`src/rcn_pkg.sv`:
```
// package of constants and carrier types for the reconnection supervisor
package rcn_pkg;
    localparam int RCN_NUM_UNITS = 2;
    localparam int RCN_NUM_DECOUPLE = 6;
    localparam int RCN_MEAS_W = 16;
    localparam int RCN_TIMER_W = 32;
    localparam int RCN_CLK_MHZ = 200;
    // one tick of the settle timer, in microseconds
    localparam int RCN_TICK_US = 1;
    localparam int RCN_TICK_CYCLES = RCN_TICK_US * RCN_CLK_MHZ;
    localparam logic [RCN_TIMER_W-1:0] RCN_SETTLE_RESET = 32'h0000_0000;

    typedef enum logic [1:0] {
        RCN_IDLE,
        RCN_EVAL,
        RCN_RELEASED
    } rcn_state_type;

    // per-unit settings, static from the configuration side
    typedef struct packed {
        logic enable;
        logic use_breaker;
        logic [RCN_NUM_DECOUPLE-1:0] decouple_assign;
        logic use_fuse_block;
        logic check_voltage;
        logic check_freq;
        logic check_ext_release;
        logic trig_on_ext_fall;
        logic [RCN_MEAS_W-1:0] v_min;
        logic [RCN_MEAS_W-1:0] v_max;
        logic [RCN_MEAS_W-1:0] f_min;
        logic [RCN_MEAS_W-1:0] f_max;
        logic [RCN_MEAS_W-1:0] v_freq_block;
        logic [RCN_TIMER_W-1:0] settle_ticks;
    } rcn_cfg_type;

    // per-unit pin inputs
    typedef struct packed {
        logic breaker_closed;
        logic [RCN_NUM_DECOUPLE-1:0] decouple;
        logic external_voltage_release;
        logic vt_fuse_failure_input;
        logic external_block_input;
    } rcn_pins_type;

    typedef struct packed {
        logic [RCN_MEAS_W-1:0] voltage;
        logic [RCN_MEAS_W-1:0] freq;
    } rcn_meas_type;
endpackage

```
`src/rcn_sync.sv`:
```
// two-flop synchroniser for asynchronous pin levels
`timescale 1ns/1ps
module rcn_sync #(
    parameter int W = 1
) (
    input wire logic mclk,
    input wire logic reset,
    input wire logic [W-1:0] async_in,
    output logic [W-1:0] sync_out
);
    logic [W-1:0] meta_r;

    always_ff @(posedge mclk)
    begin
        if (reset)
        begin
            meta_r <= '0;
            sync_out <= '0;
        end
        else
        begin
            meta_r <= async_in;
            sync_out <= meta_r;
        end
    end
endmodule

```
`src/rcn_unit.sv`:
```
// one reconnection unit: trigger logic, release checks, settle timer
`timescale 1ns/1ps
module rcn_unit (
    input wire logic mclk,
    input wire logic reset,
    input wire logic tick,
    input rcn_pkg::rcn_cfg_type cfg,
    input rcn_pkg::rcn_pins_type pins,
    input rcn_pkg::rcn_meas_type meas,
    input wire logic peer_block,
    output logic evaluating,
    output logic permit,
    output logic trig_pulse
);
    import rcn_pkg::*;

    rcn_state_type state_r;
    logic [RCN_TIMER_W-1:0] timer_r;
    logic brk_prev_r;
    logic ext_prev_r;
    logic [RCN_NUM_DECOUPLE-1:0] dec_prev_r;
    logic [RCN_NUM_DECOUPLE-1:0] dec_act;
    logic any_dec;
    logic dec_rise;
    logic brk_fall;
    logic brk_rise;
    logic ext_fall;
    logic blocked;
    logic f_blocked;
    logic v_ok;
    logic f_ok;
    logic x_ok;
    logic cond_ok;
    logic use_dec;
    logic trigger;
    logic drop;

    assign dec_act = pins.decouple & cfg.decouple_assign;
    assign use_dec = |cfg.decouple_assign;
    assign any_dec = |dec_act;
    assign dec_rise = |(dec_act & ~dec_prev_r);
    assign brk_fall = cfg.use_breaker & brk_prev_r & ~pins.breaker_closed;
    assign brk_rise = cfg.use_breaker & ~brk_prev_r & pins.breaker_closed;
    assign ext_fall = ext_prev_r & ~pins.external_voltage_release;

    // instance off, external block, peer block or fuse failure
    assign blocked = ~cfg.enable | pins.external_block_input | peer_block
        | (cfg.use_fuse_block & pins.vt_fuse_failure_input);
    // frequency checks only valid at or above the blocking voltage
    assign f_blocked = meas.voltage < cfg.v_freq_block;
    assign v_ok = ~cfg.check_voltage
        | (meas.voltage >= cfg.v_min && meas.voltage <= cfg.v_max);
    assign f_ok = ~cfg.check_freq | (~f_blocked
        && meas.freq >= cfg.f_min && meas.freq <= cfg.f_max);
    assign x_ok = ~cfg.check_ext_release | pins.external_voltage_release;
    assign cond_ok = ~any_dec & v_ok & f_ok & x_ok;

    always_comb
    begin
        if (cfg.use_breaker && use_dec)
            trigger = brk_fall & any_dec;
        else if (cfg.use_breaker)
            trigger = brk_fall;
        else if (use_dec)
            trigger = dec_rise;
        else
            trigger = ~(v_ok & f_ok & x_ok);
        if (cfg.trig_on_ext_fall && ext_fall)
            trigger = 1'b1;
    end

    // permit withdrawal: breaker closing, new decoupling, lost condition
    assign drop = brk_rise | (use_dec & dec_rise) | ~cond_ok;

    always_ff @(posedge mclk)
    begin
        if (reset)
        begin
            brk_prev_r <= 1'b0;
            ext_prev_r <= 1'b0;
            dec_prev_r <= '0;
        end
        else
        begin
            brk_prev_r <= pins.breaker_closed;
            ext_prev_r <= pins.external_voltage_release;
            dec_prev_r <= dec_act;
        end
    end

    always_ff @(posedge mclk)
    begin
        if (reset)
        begin
            state_r <= RCN_IDLE;
            timer_r <= RCN_SETTLE_RESET;
        end
        else if (blocked)
        begin
            state_r <= RCN_IDLE;
            timer_r <= RCN_SETTLE_RESET;
        end
        else
        begin
            case (state_r)
                RCN_IDLE:
                begin
                    timer_r <= RCN_SETTLE_RESET;
                    if (trigger)
                        state_r <= RCN_EVAL;
                end
                RCN_EVAL:
                begin
                    if (!cond_ok)
                        timer_r <= RCN_SETTLE_RESET;
                    else if (timer_r >= cfg.settle_ticks)
                        state_r <= RCN_RELEASED;
                    else if (tick)
                        timer_r <= timer_r + 32'h1;
                end
                RCN_RELEASED:
                begin
                    timer_r <= RCN_SETTLE_RESET;
                    if (drop)
                        state_r <= trigger ? RCN_EVAL : RCN_IDLE;
                end
                default:
                    state_r <= RCN_IDLE;
            endcase
        end
    end

    assign evaluating = (state_r == RCN_EVAL);
    assign permit = (state_r == RCN_RELEASED);
    assign trig_pulse = ~blocked & trigger & (state_r == RCN_IDLE);
endmodule

```
`src/rcn_top.sv`:
```
// reconnection supervisor with two units, registers and interrupt
//
// Contract
// - two reconnection units, independent unless unit 1 is chained behind unit 0
// - conditions met, settle timer, then permit
// - evaluating flag until permit asserted
// - deactivated or externally blocked unit is idle
// - fuse failure blocks unit when configured
// - six decoupling trigger inputs per unit
// - low voltage blocks frequency checks
// - triggers: breaker open, decoupling, limits, release
// - release: no decoupling, limits, external release
// - both assigned: breaker falls during decoupling
// - both assigned: drop on close, trip, fail
// - breaker only: trigger on fall, drop similarly
// - decoupling only: trigger on decoupling rise
// - none assigned: trigger on condition failure
`timescale 1ns/1ps
module rcn_top (
    input wire logic mclk,
    input wire logic reset,
    input rcn_pkg::rcn_pins_type pins0,
    input rcn_pkg::rcn_pins_type pins1,
    input rcn_pkg::rcn_meas_type meas,
    input wire logic [3:0] reg_addr,
    input wire logic [31:0] reg_wdata,
    input wire logic reg_wr,
    input wire logic reg_rd,
    output logic [31:0] reg_rdata,
    output logic irq
);
    import rcn_pkg::*;

    localparam logic [3:0] A_CTRL0 = 4'h0;
    localparam logic [3:0] A_CTRL1 = 4'h1;
    localparam logic [3:0] A_VLIM0 = 4'h2;
    localparam logic [3:0] A_VLIM1 = 4'h3;
    localparam logic [3:0] A_FLIM0 = 4'h4;
    localparam logic [3:0] A_FLIM1 = 4'h5;
    localparam logic [3:0] A_VFB = 4'h6;
    localparam logic [3:0] A_SET0 = 4'h7;
    localparam logic [3:0] A_SET1 = 4'h8;
    localparam logic [3:0] A_STAT = 4'h9;
    localparam logic [3:0] A_ISTAT = 4'ha;
    localparam logic [3:0] A_IMASK = 4'hb;

    rcn_cfg_type cfg_r [RCN_NUM_UNITS];
    logic [RCN_MEAS_W-1:0] vfb_r;
    logic chain_r;
    logic [5:0] ist_r;
    logic [5:0] imask_r;
    logic [7:0] tick_cnt_r;
    logic tick;
    rcn_pins_type pins_s [RCN_NUM_UNITS];
    rcn_pins_type pins_raw [RCN_NUM_UNITS];
    rcn_meas_type meas_r;
    logic [RCN_NUM_UNITS-1:0] eval_w;
    logic [RCN_NUM_UNITS-1:0] perm_w;
    logic [RCN_NUM_UNITS-1:0] trig_w;
    logic [RCN_NUM_UNITS-1:0] perm_prev_r;
    logic [5:0] ev;

    assign pins_raw[0] = pins0;
    assign pins_raw[1] = pins1;

    // settle timer time base
    always_ff @(posedge mclk)
    begin
        if (reset || tick)
            tick_cnt_r <= 8'h00;
        else
            tick_cnt_r <= tick_cnt_r + 8'h01;
    end
    assign tick = tick_cnt_r == 8'(RCN_TICK_CYCLES - 1);

    // measurement words come from same-clock logic
    always_ff @(posedge mclk)
    begin
        if (reset)
            meas_r <= '0;
        else
            meas_r <= meas;
    end

    generate
        for (genvar u = 0; u < RCN_NUM_UNITS; u++)
        begin : g_unit
            rcn_cfg_type ucfg;
            rcn_sync #(.W($bits(rcn_pins_type))) u_sync (
                .mclk(mclk),
                .reset(reset),
                .async_in(pins_raw[u]),
                .sync_out(pins_s[u])
            );
            always_comb
            begin
                ucfg = cfg_r[u];
                ucfg.v_freq_block = vfb_r;
            end
            rcn_unit u_unit (
                .mclk(mclk),
                .reset(reset),
                .tick(tick),
                .cfg(ucfg),
                .pins(pins_s[u]),
                .meas(meas_r),
                // optional chaining of unit 1 behind unit 0
                .peer_block((u == 1) ? (chain_r & eval_w[0]) : 1'b0),
                .evaluating(eval_w[u]),
                .permit(perm_w[u]),
                .trig_pulse(trig_w[u])
            );
        end
    endgenerate

    // register writes; control word: enable, breaker, fuse, checks, assign
    always_ff @(posedge mclk)
    begin
        if (reset)
        begin
            for (int i = 0; i < RCN_NUM_UNITS; i++)
                cfg_r[i] <= '0;
            vfb_r <= '0;
            chain_r <= 1'b0;
        end
        else if (reg_wr)
        begin
            if (reg_addr == A_CTRL0 || reg_addr == A_CTRL1)
            begin
                cfg_r[reg_addr[0]].enable <= reg_wdata[0];
                cfg_r[reg_addr[0]].use_breaker <= reg_wdata[1];
                cfg_r[reg_addr[0]].use_fuse_block <= reg_wdata[2];
                cfg_r[reg_addr[0]].check_voltage <= reg_wdata[3];
                cfg_r[reg_addr[0]].check_freq <= reg_wdata[4];
                cfg_r[reg_addr[0]].check_ext_release <= reg_wdata[5];
                cfg_r[reg_addr[0]].trig_on_ext_fall <= reg_wdata[6];
                cfg_r[reg_addr[0]].decouple_assign <= reg_wdata[13:8];
                if (reg_addr == A_CTRL1)
                    chain_r <= reg_wdata[16];
            end
            else if (reg_addr == A_VLIM0 || reg_addr == A_VLIM1)
            begin
                cfg_r[reg_addr == A_VLIM1].v_min <= reg_wdata[15:0];
                cfg_r[reg_addr == A_VLIM1].v_max <= reg_wdata[31:16];
            end
            else if (reg_addr == A_FLIM0 || reg_addr == A_FLIM1)
            begin
                cfg_r[reg_addr == A_FLIM1].f_min <= reg_wdata[15:0];
                cfg_r[reg_addr == A_FLIM1].f_max <= reg_wdata[31:16];
            end
            else if (reg_addr == A_VFB)
                vfb_r <= reg_wdata[15:0];
            else if (reg_addr == A_SET0)
                cfg_r[0].settle_ticks <= reg_wdata;
            else if (reg_addr == A_SET1)
                cfg_r[1].settle_ticks <= reg_wdata;
        end
    end

    always_ff @(posedge mclk)
    begin
        if (reset)
            imask_r <= '0;
        else if (reg_wr && reg_addr == A_IMASK)
            imask_r <= reg_wdata[5:0];
    end

    // events: trigger, permit rise, permit fall per unit
    always_ff @(posedge mclk)
    begin
        if (reset)
            perm_prev_r <= '0;
        else
            perm_prev_r <= perm_w;
    end
    assign ev = {perm_prev_r & ~perm_w, perm_w & ~perm_prev_r, trig_w};

    // set wins over write-one-to-clear
    always_ff @(posedge mclk)
    begin
        if (reset)
            ist_r <= '0;
        else if (reg_wr && reg_addr == A_ISTAT)
            ist_r <= (ist_r & ~reg_wdata[5:0]) | ev;
        else
            ist_r <= ist_r | ev;
    end

    assign irq = |(ist_r & imask_r);

    always_ff @(posedge mclk)
    begin
        if (reset)
            reg_rdata <= '0;
        else if (reg_rd)
        begin
            if (reg_addr == A_CTRL0 || reg_addr == A_CTRL1)
                reg_rdata <= {15'h0, (reg_addr == A_CTRL1) & chain_r,
                    2'h0, cfg_r[reg_addr[0]].decouple_assign, 1'b0,
                    cfg_r[reg_addr[0]].trig_on_ext_fall,
                    cfg_r[reg_addr[0]].check_ext_release,
                    cfg_r[reg_addr[0]].check_freq,
                    cfg_r[reg_addr[0]].check_voltage,
                    cfg_r[reg_addr[0]].use_fuse_block,
                    cfg_r[reg_addr[0]].use_breaker,
                    cfg_r[reg_addr[0]].enable};
            else if (reg_addr == A_VLIM0 || reg_addr == A_VLIM1)
                reg_rdata <= {cfg_r[reg_addr == A_VLIM1].v_max,
                    cfg_r[reg_addr == A_VLIM1].v_min};
            else if (reg_addr == A_FLIM0 || reg_addr == A_FLIM1)
                reg_rdata <= {cfg_r[reg_addr == A_FLIM1].f_max,
                    cfg_r[reg_addr == A_FLIM1].f_min};
            else if (reg_addr == A_VFB)
                reg_rdata <= {16'h0, vfb_r};
            else if (reg_addr == A_SET0)
                reg_rdata <= cfg_r[0].settle_ticks;
            else if (reg_addr == A_SET1)
                reg_rdata <= cfg_r[1].settle_ticks;
            else if (reg_addr == A_STAT)
                reg_rdata <= {28'h0, perm_w, eval_w};
            else if (reg_addr == A_ISTAT)
                reg_rdata <= {26'h0, ist_r};
            else if (reg_addr == A_IMASK)
                reg_rdata <= {26'h0, imask_r};
            else
                reg_rdata <= '0;
        end
    end
endmodule

```
`config.mk`:
```
export PLATFORM = sky130hd
export DESIGN_NAME = rcn_top
export DESIGN_NICKNAME = d
export VERILOG_FILES = /design/src/rcn_pkg.sv /design/src/rcn_sync.sv /design/src/rcn_unit.sv /design/src/rcn_top.sv
export SDC_FILE = /design/constraint.sdc
export NUM_CORES = 1
export LEC_CHECK = 0
export ABC_AREA = 1
export BUFFER_PORTS_ARGS = -buffer_cell sky130_fd_sc_hd__buf_4
export CORE_UTILIZATION = 65
export CTS_CLUSTER_SIZE = 24
export DETAILED_ROUTE_END_ITERATION = 6
export PLACE_DENSITY = 0.84
export SETUP_SLACK_MARGIN = 0.1
export SLEW_MARGIN = 40
export SYNTH_ARGS = -nofsm -noshare
export SYNTH_HDL_FRONTEND = slang
export SYNTH_HIERARCHICAL = 1
export SYNTH_SLANG_ARGS = --single-unit
```
`constraint.sdc`:
```
create_clock -name mclk -period 7.8 [get_ports mclk]
set_input_delay 1.17 -clock mclk [delete_from_list [all_inputs] [get_ports mclk]]
set_output_delay 1.17 -clock mclk [all_outputs]
set_load 0.01 [all_outputs]
```
# Word-level counts from Yosys, hierarchy flattened
# Memories as Yosys holds them, arrays and structs flattened.
# Cells that the tools add are included.
# W data, S select, Z words.
[word_totals]
mem_bits_rw = 218
inputBits = 92
output_inout_bits = 33
ff_bits = 227
elab_cells = 280
n_memories = 1
[memory_table]
columns = ["name", "depth", "width", "rd", "rd_clocked_by_memory_dff", "wr", "line_no", "text"]
rows = [
  ["cfg_r", 2, 109, 5, 0, 2, "rcn_top.sv:47", "rcn_cfg_type cfg_r [RCN_NUM_UNITS];"],
]
[op_classes]
reduce_logical = 41
magnitude_cmp = 11
bitwise = 90
n_eq_ne = 28
muxes = 83
add_sub_neg = 3
[ops]
columns = ["operator", "count"]
rows = [
  ["$mux W32", 14],
  ["$mux W109", 3],
  ["$reduce_or A109 Y1", 3],
  ["$pmux W32 S2", 2],
  ["$add A32 B1 Y32 const B", 2],
  ["$ge A16 B16 Y1", 4],
  ["$ge A32 B32 Y1", 2],
  ["$le A16 B16 Y1", 4],
  ["$mux W1", 47],
  ["$reduce_or A6 Y1", 7],
  ["$and A6 B6 Y6", 6],
  ["$and A1 B1 Y1", 32],
  ["$not A1 Y1", 26],
  ["$mux W6", 4],
  ["$not A6 Y6", 3],
  ["$or A1 B1 Y1", 17],
  ["$eq A4 B3 Y1 const B", 4],
  ["$eq A4 B4 Y1 const B", 4],
  ["$lt A16 B16 Y1", 1],
  ["$mux W2", 8],
  ["$logic_and A1 B1 Y1", 12],
  ["$ne A2 B2 Y1 const B", 6],
  ["$ne A3 B3 Y1 const B", 4],
  ["$or A6 B6 Y6", 2],
  ["20 further kinds", 39],
]

# Longest topological paths before layout
# Gate-level depths: netlist (run 1).
[depth]
word_depth = 16
depth_mapped = 23
mapped_depth_nobuf = 23

# Modules after synthesis
# The synthesis (run 1) kept the hierarchy.
[by_module_without_submodules]
columns = ["mod", "area_per_inst_um2", "cells_per_inst", "seq_area_each_um2", "instances"]
rows = [
  ["rcn_top", 13236.4, 1383, 8608.3, 1],
  ["rcn_unit (g_unit[1].u_unit)", 5561.6, 838, 840.8, 1],
  ["rcn_unit (g_unit[0].u_unit)", 5432.7, 841, 840.8, 1],
  ["rcn_sync", 573.0, 62, 400.4, 2],
]

# Least setup slack after synthesis (run 1)
# No wires, ideal clock.
[synth_timing]
path_type = "input to register"
startpoint = "input reg_addr[0]"
endpoint = "memory cfg_r[1][0] (netlist bit) (enable)"
path_stages = 4
path_buffers = 1
slack_ns = 3.431
arrival_ns = 3.904
setup_time_ns = 0.466
cell_sequence = "buf_4 > nor2_1 > nand2_1 > o21ai_0"
[synth_rtl]
columns = ["item", "line_no", "text"]
rows = [
  ["start: declaration", "rcn_top.sv:25", "input wire logic [3:0] reg_addr,"],
  ["end: declaration", "rcn_top.sv:47", ""],
]

# Final worst setup path (run 1)
[layout_timing]
startpoint = "register meas_r[25] (netlist bit)"
endpoint = "register g_unit[1].u_unit.timer_r[26]"
[layout_via]
elab_chain_len = 9
[layout_rtl]
columns = ["item", "line_no", "text"]
rows = [
  ["start: declaration", "rcn_top.sv:56", "rcn_meas_type meas_r;"],
  ["start signal: assignment", "rcn_top.sv:82", "meas_r <= meas;"],
  ["$lt A16 B16 Y1", "rcn_unit.sv:50", "assign f_blocked = meas.voltage < cfg.v_freq_block;"],
  ["$not A1 Y1", "rcn_unit.sv:53", "assign f_ok = ~cfg.check_freq | (~f_blocked"],
  ["$logic_and A1 B1 Y1 (2 in a row)", "rcn_unit.sv:54", "&& meas.freq >= cfg.f_min && meas.freq <= cfg.f_max);"],
  ["$or A1 B1 Y1", "rcn_unit.sv:53", ""],
  ["$and A1 B1 Y1 * (2 in a row)", "rcn_unit.sv:56", "assign cond_ok = ~any_dec & v_ok & f_ok & x_ok;"],
  ["$ne A3 B3 Y1 (no line) / $mux W32 (equally long branches)", "--", ""],
  ["$reduce_and A3 Y1 (no line) / $pmux W32 S2 (equally long branches)", "--", ""],
  ["end signal: assignment", "rcn_unit.sv:119", "timer_r <= timer_r + 32'h1;"],
  ["end: declaration", "rcn_unit.sv:18", "logic [RCN_TIMER_W-1:0] timer_r;"],
]
# Mark *: on every way between the ends. The rest lies on a longest branch, timed or not.
# A chain may end at the register's enable or synchronous reset.

==> flow_metrics.tcl, run 1 <==
set metrics [dict create \
    syn_to_final_growth_pct 10.9 \
    grt_pass1_vias 21000 \
    row_count 72 \
    p_clk_frac 0.416 \
    drtAntennaViolNets 0 \
    synth_warnings 6 \
    p_int_uw 4100 \
    cts_buffers 48 \
    postSynthCellCount 3186 \
    drc_errors 0 \
    post-dp-hpwl_um 57800 \
    dr_total_vias 22500 \
    avgSynthCellArea_um2 7.97 \
    path_delay_family "simple AND/OR/NAND/NOR gates" \
    finalSetupViolCount 0 \
    period_share 0.465 \
    num_io_pins 125 \
    grt-busiest-layer "met2" \
    clkTransAtPathRegs_ns 0.06 \
    die_w_um 200 \
    power.density_mw_per_mm2 198 \
    netSwitchingPower_uw 1480 \
    p_seq_frac 0.475 \
    wire_per_inst_um 20.3 \
    synth_edf_count 218 \
    numPortBuffers 124 \
    grt_overflow 0 \
    tightest_slew_ns 0.863 \
    crit_buf_inv 0 \
    setup_tns_ns 0 \
    slowest_delay_ns 0.58 \
    ys_ff_latch 445 \
    clock_latency_ns 0.59 \
    die-area_mm2 0.0398 \
    cts_sinks 445 \
    drtPass1Iterations 6 \
    syn_area_mm2 0.0254 \
    gp_congestion 1.03 \
    yosys.cell_types.count 57 \
    max_freq_ghz 0.276 \
    ir_worst_vdd_uv 227 \
    p_leak_uw 0.0129 \
    die_h_um 200 \
    finClkSkew_ns 0.0136 \
    postCtsSetupRepairBufs 0 \
    track_usage 0.393 \
    use_met1 0.521 \
    path_depth 14 \
    swShare 0.265 \
    cts_tree "done" \
    pwr-share-comb 0.109 \
    met3_usage 0.0780 \
    cts_resized 0 \
    timing.hold.ws_ns 0.400 \
    cp_max_fo 32 \
    worst_path_max_delay_cell "dfxtp_1" \
    critPathLaunchType "register" \
    viasPerCell 5.88 \
    final-seq-area_mm2 0.0111 \
    grt_max_degree 81 \
    wl_um 77600 \
    path_cells "ha_1 -> nand4_1 -> nor3_1 -> nand3_1 -> nand3_1 -> nand2_1 -> nand2_2 -> nand3_4 -> nor2_4 -> nand2_2 -> nand2_4 -> nand2_1 -> nand2_1 -> a21oi_2" \
    synth_top_flop_cell "dfxtp_1" \
    finalHoldViolCount 0 \
    worstPathArrival_ns 4.09 \
    rsz0062_at_grt "no" \
    worstPathRequired_ns 8.26 \
    worstSetupPathType "reg -> reg" \
    cts_hold_buf 0 \
    hold_path_class "reg -> reg" \
    hold_depth 2 \
    synthesis.nets 3503 \
    cts_root_buf "clkbuf_16" \
    status "complete, no violations" \
    setup.worst_path.end_class "register" \
    async_flop_share 0 \
    path_common_cell "nand2_1" \
    grt_first_pass_wirelength_um 117000 \
    drv_slew 0 \
    cap_viol_max_count 0 \
    multi_input_area_mm2 0.0118 \
    drive_gt1_frac 0.0973 \
    start_util 0.658 \
    finalNetCount 3588 \
    antenna_found_initial 2 \
    cts_buffer_depth 3 \
    core_mm2 0.0386 \
    maxSlewHeadroom 0.420 \
    ff2ff_path_depth 14 \
    grt_util_met2 0.599 \
    period_needed_ns 3.63 \
    fillers 2984 \
    cts_htree_levels 2 \
    ys_seq_area_frac 0.437 \
    drtIter0Drc 2489 \
]
[power by group through the flow]
| stage | combinational (uW) | sequential [uW] | clock [uW] |
|---|---|---|---|
| after floorplan | 379 | 2650 | 0 |
| after global placement | 560 | 2690 | 0 |
| after detailed placement | 587 | 2690 | 0 |
| after CTS | 593 | 2640 | 2320 |
| after global routing | 670 | 2650 | 2410 |
| final | 610 | 2650 | 2320 |
[Yosys cell counts (38+ instances only)]
master,n,share of area
ha_1,225,0.11
edfxtp_1,218,0.26
buf_2,48,0.0095
inv_1,503,0.074
nand3_1,184,0.036
nor2_1,477,0.071
nand4_1,38,0.0094
o21ai_0,88,0.017
dfxtp_1,227,0.18
nor3_1,40,0.0079
a21oi_1,232,0.046
nand2_1,585,0.087
[state kept, by name, summed over array words and instances (netlist names), 8 cells and up]
register                  flops
vfb_r                        16
g_unit.u_sync/meta_r         20
g_unit.u_unit/timer_r        64
reg_rdata                    32
g_unit.u_unit/dec_prev_r     12
g_unit.u_sync/sync_out       20
tick_cnt_r                    8
cfg_r                       218
meas_r                       32
[final cells by class]
type	instances	share of cell area
Multi-Input combinational cell	2115	0.418
Inverter	518	0.0691
Antenna cell	1	0.0000889
Clock buffer	66	0.0492
Tap cell	518	0.0230
Timing Repair Buffer	143	0.0387
Sequential cell	445	0.394
Clock inverter	24	0.00760
[worst paths after layout]
check,endpoint,slack [ns],startpoint
max,g_unit[1].u_unit/timer_r[26],4.17,meas_r[25]
min,g_unit[1].u_sync/sync_out[0],0.40,g_unit[1].u_sync/meta_r[0]
max reg2reg,g_unit[1].u_unit/timer_r[26],4.17,meas_r[25]
min reg2reg,g_unit[1].u_sync/sync_out[0],0.40,g_unit[1].u_sync/meta_r[0]
[cell usage in the layout, fill, tap and decap left out, types with 4 or more instances in the layout]
cell,Yosys,routed
nand2_2,15,19
o211ai_1,11,11
nor2_4,8,8
edfxtp_1,218,218
nor2_2,10,11
nand2_1,585,581
nand3_2,8,8
clkbuf_1,33,9
clkbuf_16,0,51
inv_1,503,500
nand3_1,184,184
clkbuf_8,0,5
nor3b_1,7,7
inv_2,14,17
clkinv_1,1,5
o31ai_1,23,23
dfxtp_1,227,227
ha_1,225,225
buf_4,8,141
xor2_1,31,31
xnor2_1,11,11
o22ai_1,7,7
nand2_4,4,4
nor3_2,10,10
nand4_1,38,38
a31oi_1,19,19
or2_2,5,5
nor4_1,19,19
nor3_1,40,40
nor2_1,477,476
o21a_1,6,6
nand3b_1,15,15
o21ai_2,1,4
o21ai_0,88,86
clkinv_2,0,9
o21bai_1,4,4
a21oi_1,232,232
[tightest hold or removal path: stages (launching register included)]
cell and delay [ns]:
dfxtp_1 0.29, inv_1 0.04, nor2_1 0.03
[metrics by stage]
| stage | cells | worst slack, ns | cell area (um^2) | power, uW | util |
|---|---|---|---|---|---|
| CTS | 3828 | 4.33 | 28100 | 5560 | 0.729 |
| global route | 3829 | 4.05 | 28200 | 5740 | 0.730 |
| global placement | 3738 | 3.63 | 26500 | 3250 | 0.688 |
| floorplan | 3186 | 3.43 | 25400 | 3030 | - |
| detailed placement | 3738 | 3.84 | 26500 | 3280 | 0.688 |
| finish | 3830 | 4.17 | 28200 | 5580 | 0.730 |
[layer usage]
layer / share of wire / wire length (um)
met2: 0.43 / 33700
met3: 0.11 / 8480
met5: 0 / 0
met4: 0.061 / 4730
met1: 0.40 / 30700
[cells by family (layout without fill, tap and decap cells)]
logic type      Yosys count  count (layout)  synth area share
flops                   445             445             0.437
fa+ha+maj               225             225             0.111
buf+inv                 626             751            0.0997
other cells               1               2          0.000148
mux                       1               1          0.000444
compound gates          406             406            0.0876
simple gates           1440            1440             0.250
xor+xnor                 42              42            0.0145
(Power assumes the default switching activity.)
==> run 2, diff against run 1 <==
--- a/config.mk
+++ b/config.mk
@@ -7,10 +7,10 @@
 export LEC_CHECK = 0
 export ABC_AREA = 1
 export BUFFER_PORTS_ARGS = -buffer_cell sky130_fd_sc_hd__buf_4
-export CORE_UTILIZATION = 65
+export CORE_UTILIZATION = 62
 export CTS_CLUSTER_SIZE = 24
 export DETAILED_ROUTE_END_ITERATION = 6
-export PLACE_DENSITY = 0.84
+export PLACE_DENSITY = 0.8
 export SETUP_SLACK_MARGIN = 0.1
 export SLEW_MARGIN = 40
 export SYNTH_ARGS = -nofsm -noshare
==> constraint.sdc (replaced) <==
create_clock -name mclk -period 3.79 [get_ports mclk]
set_input_delay 0.5685 -clock mclk [delete_from_list [all_inputs] [get_ports mclk]]
set_output_delay 0.5685 -clock mclk [all_outputs]
set_load 0.01 [all_outputs]
==> run 2 against run 1 <==
The run now ends with design-rule violations left. Die area grew 4.8%. Critical path depth is the same. Register-to-register slack lost 3.5 ns. Wire length grew 1.3%. Critical path type unchanged. Highest routed layer unchanged.
==> flow_metrics.tcl, run 2 (synthesis gave the netlist of run 1 again) <==
set metrics [dict create \
    status "complete, but fails checks" \
    violations "design-rule violations" \
    clock_latency_ns 0.61 \
    finalSetupViolCount 0 \
    worstPathRequired_ns 4.32 \
    die_w_um 204 \
    drtIter0Drc 2911 \
    top_regs "cfg_r (218), g_unit.u_unit/timer_r (64)" \
    top_register "cfg_r" \
    final_common_cell "nand2_1" \
    track_usage 0.377 \
    grt_overflow 0 \
    syn_to_final_growth_pct 11.5 \
    ff2ff_path_depth 14 \
    drive_gt1_frac 0.0979 \
    placed_cells 3764 \
    cp_max_fo 33 \
    wl_um 78600 \
    post-dp-hpwl_um 58700 \
    ir_worst_vdd_uv 529 \
    grt_max_degree 61 \
    core_mm2 0.0400 \
    drtPass1Iterations 7 \
    power.density_mw_per_mm2 407 \
    setup_tns_ns 0 \
    finalNonFillerCells 3855 \
    gp_congestion 1.01 \
    largest_reg_flops 218 \
    die-area_mm2 0.0417 \
    grt_first_pass_wirelength_um 119000 \
    wire_per_inst_um 20.4 \
    finalHoldViolCount 0 \
    cts_hold_buf 0 \
    cts_root_buf "clkbuf_16" \
    viasPerCell 5.87 \
    p_leak_uw 0.0129 \
    cap_viol_max_count 0 \
    critPathLaunchType "register" \
    clkTransAtPathRegs_ns 0.06 \
    max_freq_ghz 0.325 \
    timing.hold.ws_ns 0.162 \
    worstPathArrival_ns 3.60 \
    setup.worst_path.end_class "register" \
    hold_depth 3 \
    dr_total_vias 22600 \
    period_needed_ns 3.07 \
    cts_tree "done" \
    num_io_pins 125 \
    tightest_slew_ns 0.743 \
    cts_htree_levels 2 \
    drc_errors 3 \
    die_h_um 204 \
    finalNetCount 3606 \
    start_util 0.634 \
    period_share 0.811 \
    worstSetupPathType "reg -> reg" \
    final_cell_mix "nand2_1, inv_1, nor2_1" \
    drv_slew 0 \
    cts_resized 0 \
    grt_pass1_vias 21500 \
    postCtsSetupRepairBufs 0 \
    numPortBuffers 124 \
    fillers 3220 \
    antenna_found_initial 2 \
    cts_buffers 48 \
    row_count 73 \
    rsz0062_at_grt "no" \
    cts_sinks 445 \
    drtAntennaViolNets 0 \
    maxSlewHeadroom 0.501 \
    hold_path_class "in -> reg" \
    finClkSkew_ns 0.0229 \
    cts_buffer_depth 3 \
]
==> run 2: cell count changes in the layout (fill, tap and decap cells not counted), moves of 4 or more <==
| cell | delta |
|---|---|
| nand2_1 | +4 |
| buf_4 | +18 |
| clkbuf_1 | +4 |
| clkinv_1 | +5 |
| nand2_2 | -4 |
==> run 2: final timing paths <==
| path | startpoint | end | slack, ns |
|---|---|---|---|
| max | meas_r[27] | g_unit[0].u_unit/timer_r[29] | 0.72 |
| min | meas[4] | meas_r[4] | 0.16 |
| max reg2reg | meas_r[27] | g_unit[0].u_unit/timer_r[29] | 0.72 |
| min reg2reg | g_unit[1].u_sync/meta_r[3] | g_unit[1].u_sync/sync_out[3] | 0.40 |
==> run 2: final cells by class <==
type / count / area, um^2 / share of cell area
Inverter: 518 / 1940 / 0.0687
Multi-Input combinational cell: 2115 / 11800 / 0.416
Clock buffer: 65 / 1320 / 0.0465
Antenna cell: 1 / 2.50 / 0.0000884
Timing Repair Buffer: 161 / 1230 / 0.0436
Clock inverter: 25 / 279 / 0.00986
Sequential cell: 445 / 11100 / 0.392
Tap cell: 525 / 657 / 0.0232
==> run 2: power breakdown <==
group	leakage [uW]	switching [uW]	internal, uW	total, uW
combinational	0.00823	868	416	1280
clock	0.000774	2010	2790	4800
sequential	0.00393	165	5260	5420
total	0.0129	3050	8460	11500
==> run 2: through the flow <==
step,total power [uW],worst slack [ns],utilization,cell area [um^2]
2_1_floorplan,6240,0.887,-,25400
3_3_place_gp,6710,0.931,0.667,26700
3_5_place_dp,6760,0.827,0.668,26700
4_1_cts,11500,0.819,0.707,28300
5_1_grt,11800,0.505,0.707,28300
6_report,11500,0.717,0.708,28300
==> run 2: layer usage <==
layer	track usage	up-vias	share of wire
met2	0.577	1278	0.44
li1	-	10600	-
met3	0.0735	210	0.11
met4	0.210	0	0.056
met1	0.501	10500	0.40
met5	0	-	0
==> run 2: worst max-delay path: stages (launching register included) <==
cell and delay [ns]:
dfxtp_1 0.53, ha_1 0.33, a21oi_1 0.15, o21ai_0 0.09, a21oi_1 0.22, nand3_1 0.19
nand2_1 0.22, nand2_2 0.11, nand3_2 0.12, nor2_4 0.05, o21ai_2 0.17, nand2_4 0.33
inv_1 0.22, nand3_1 0.09, a21oi_1 0.17
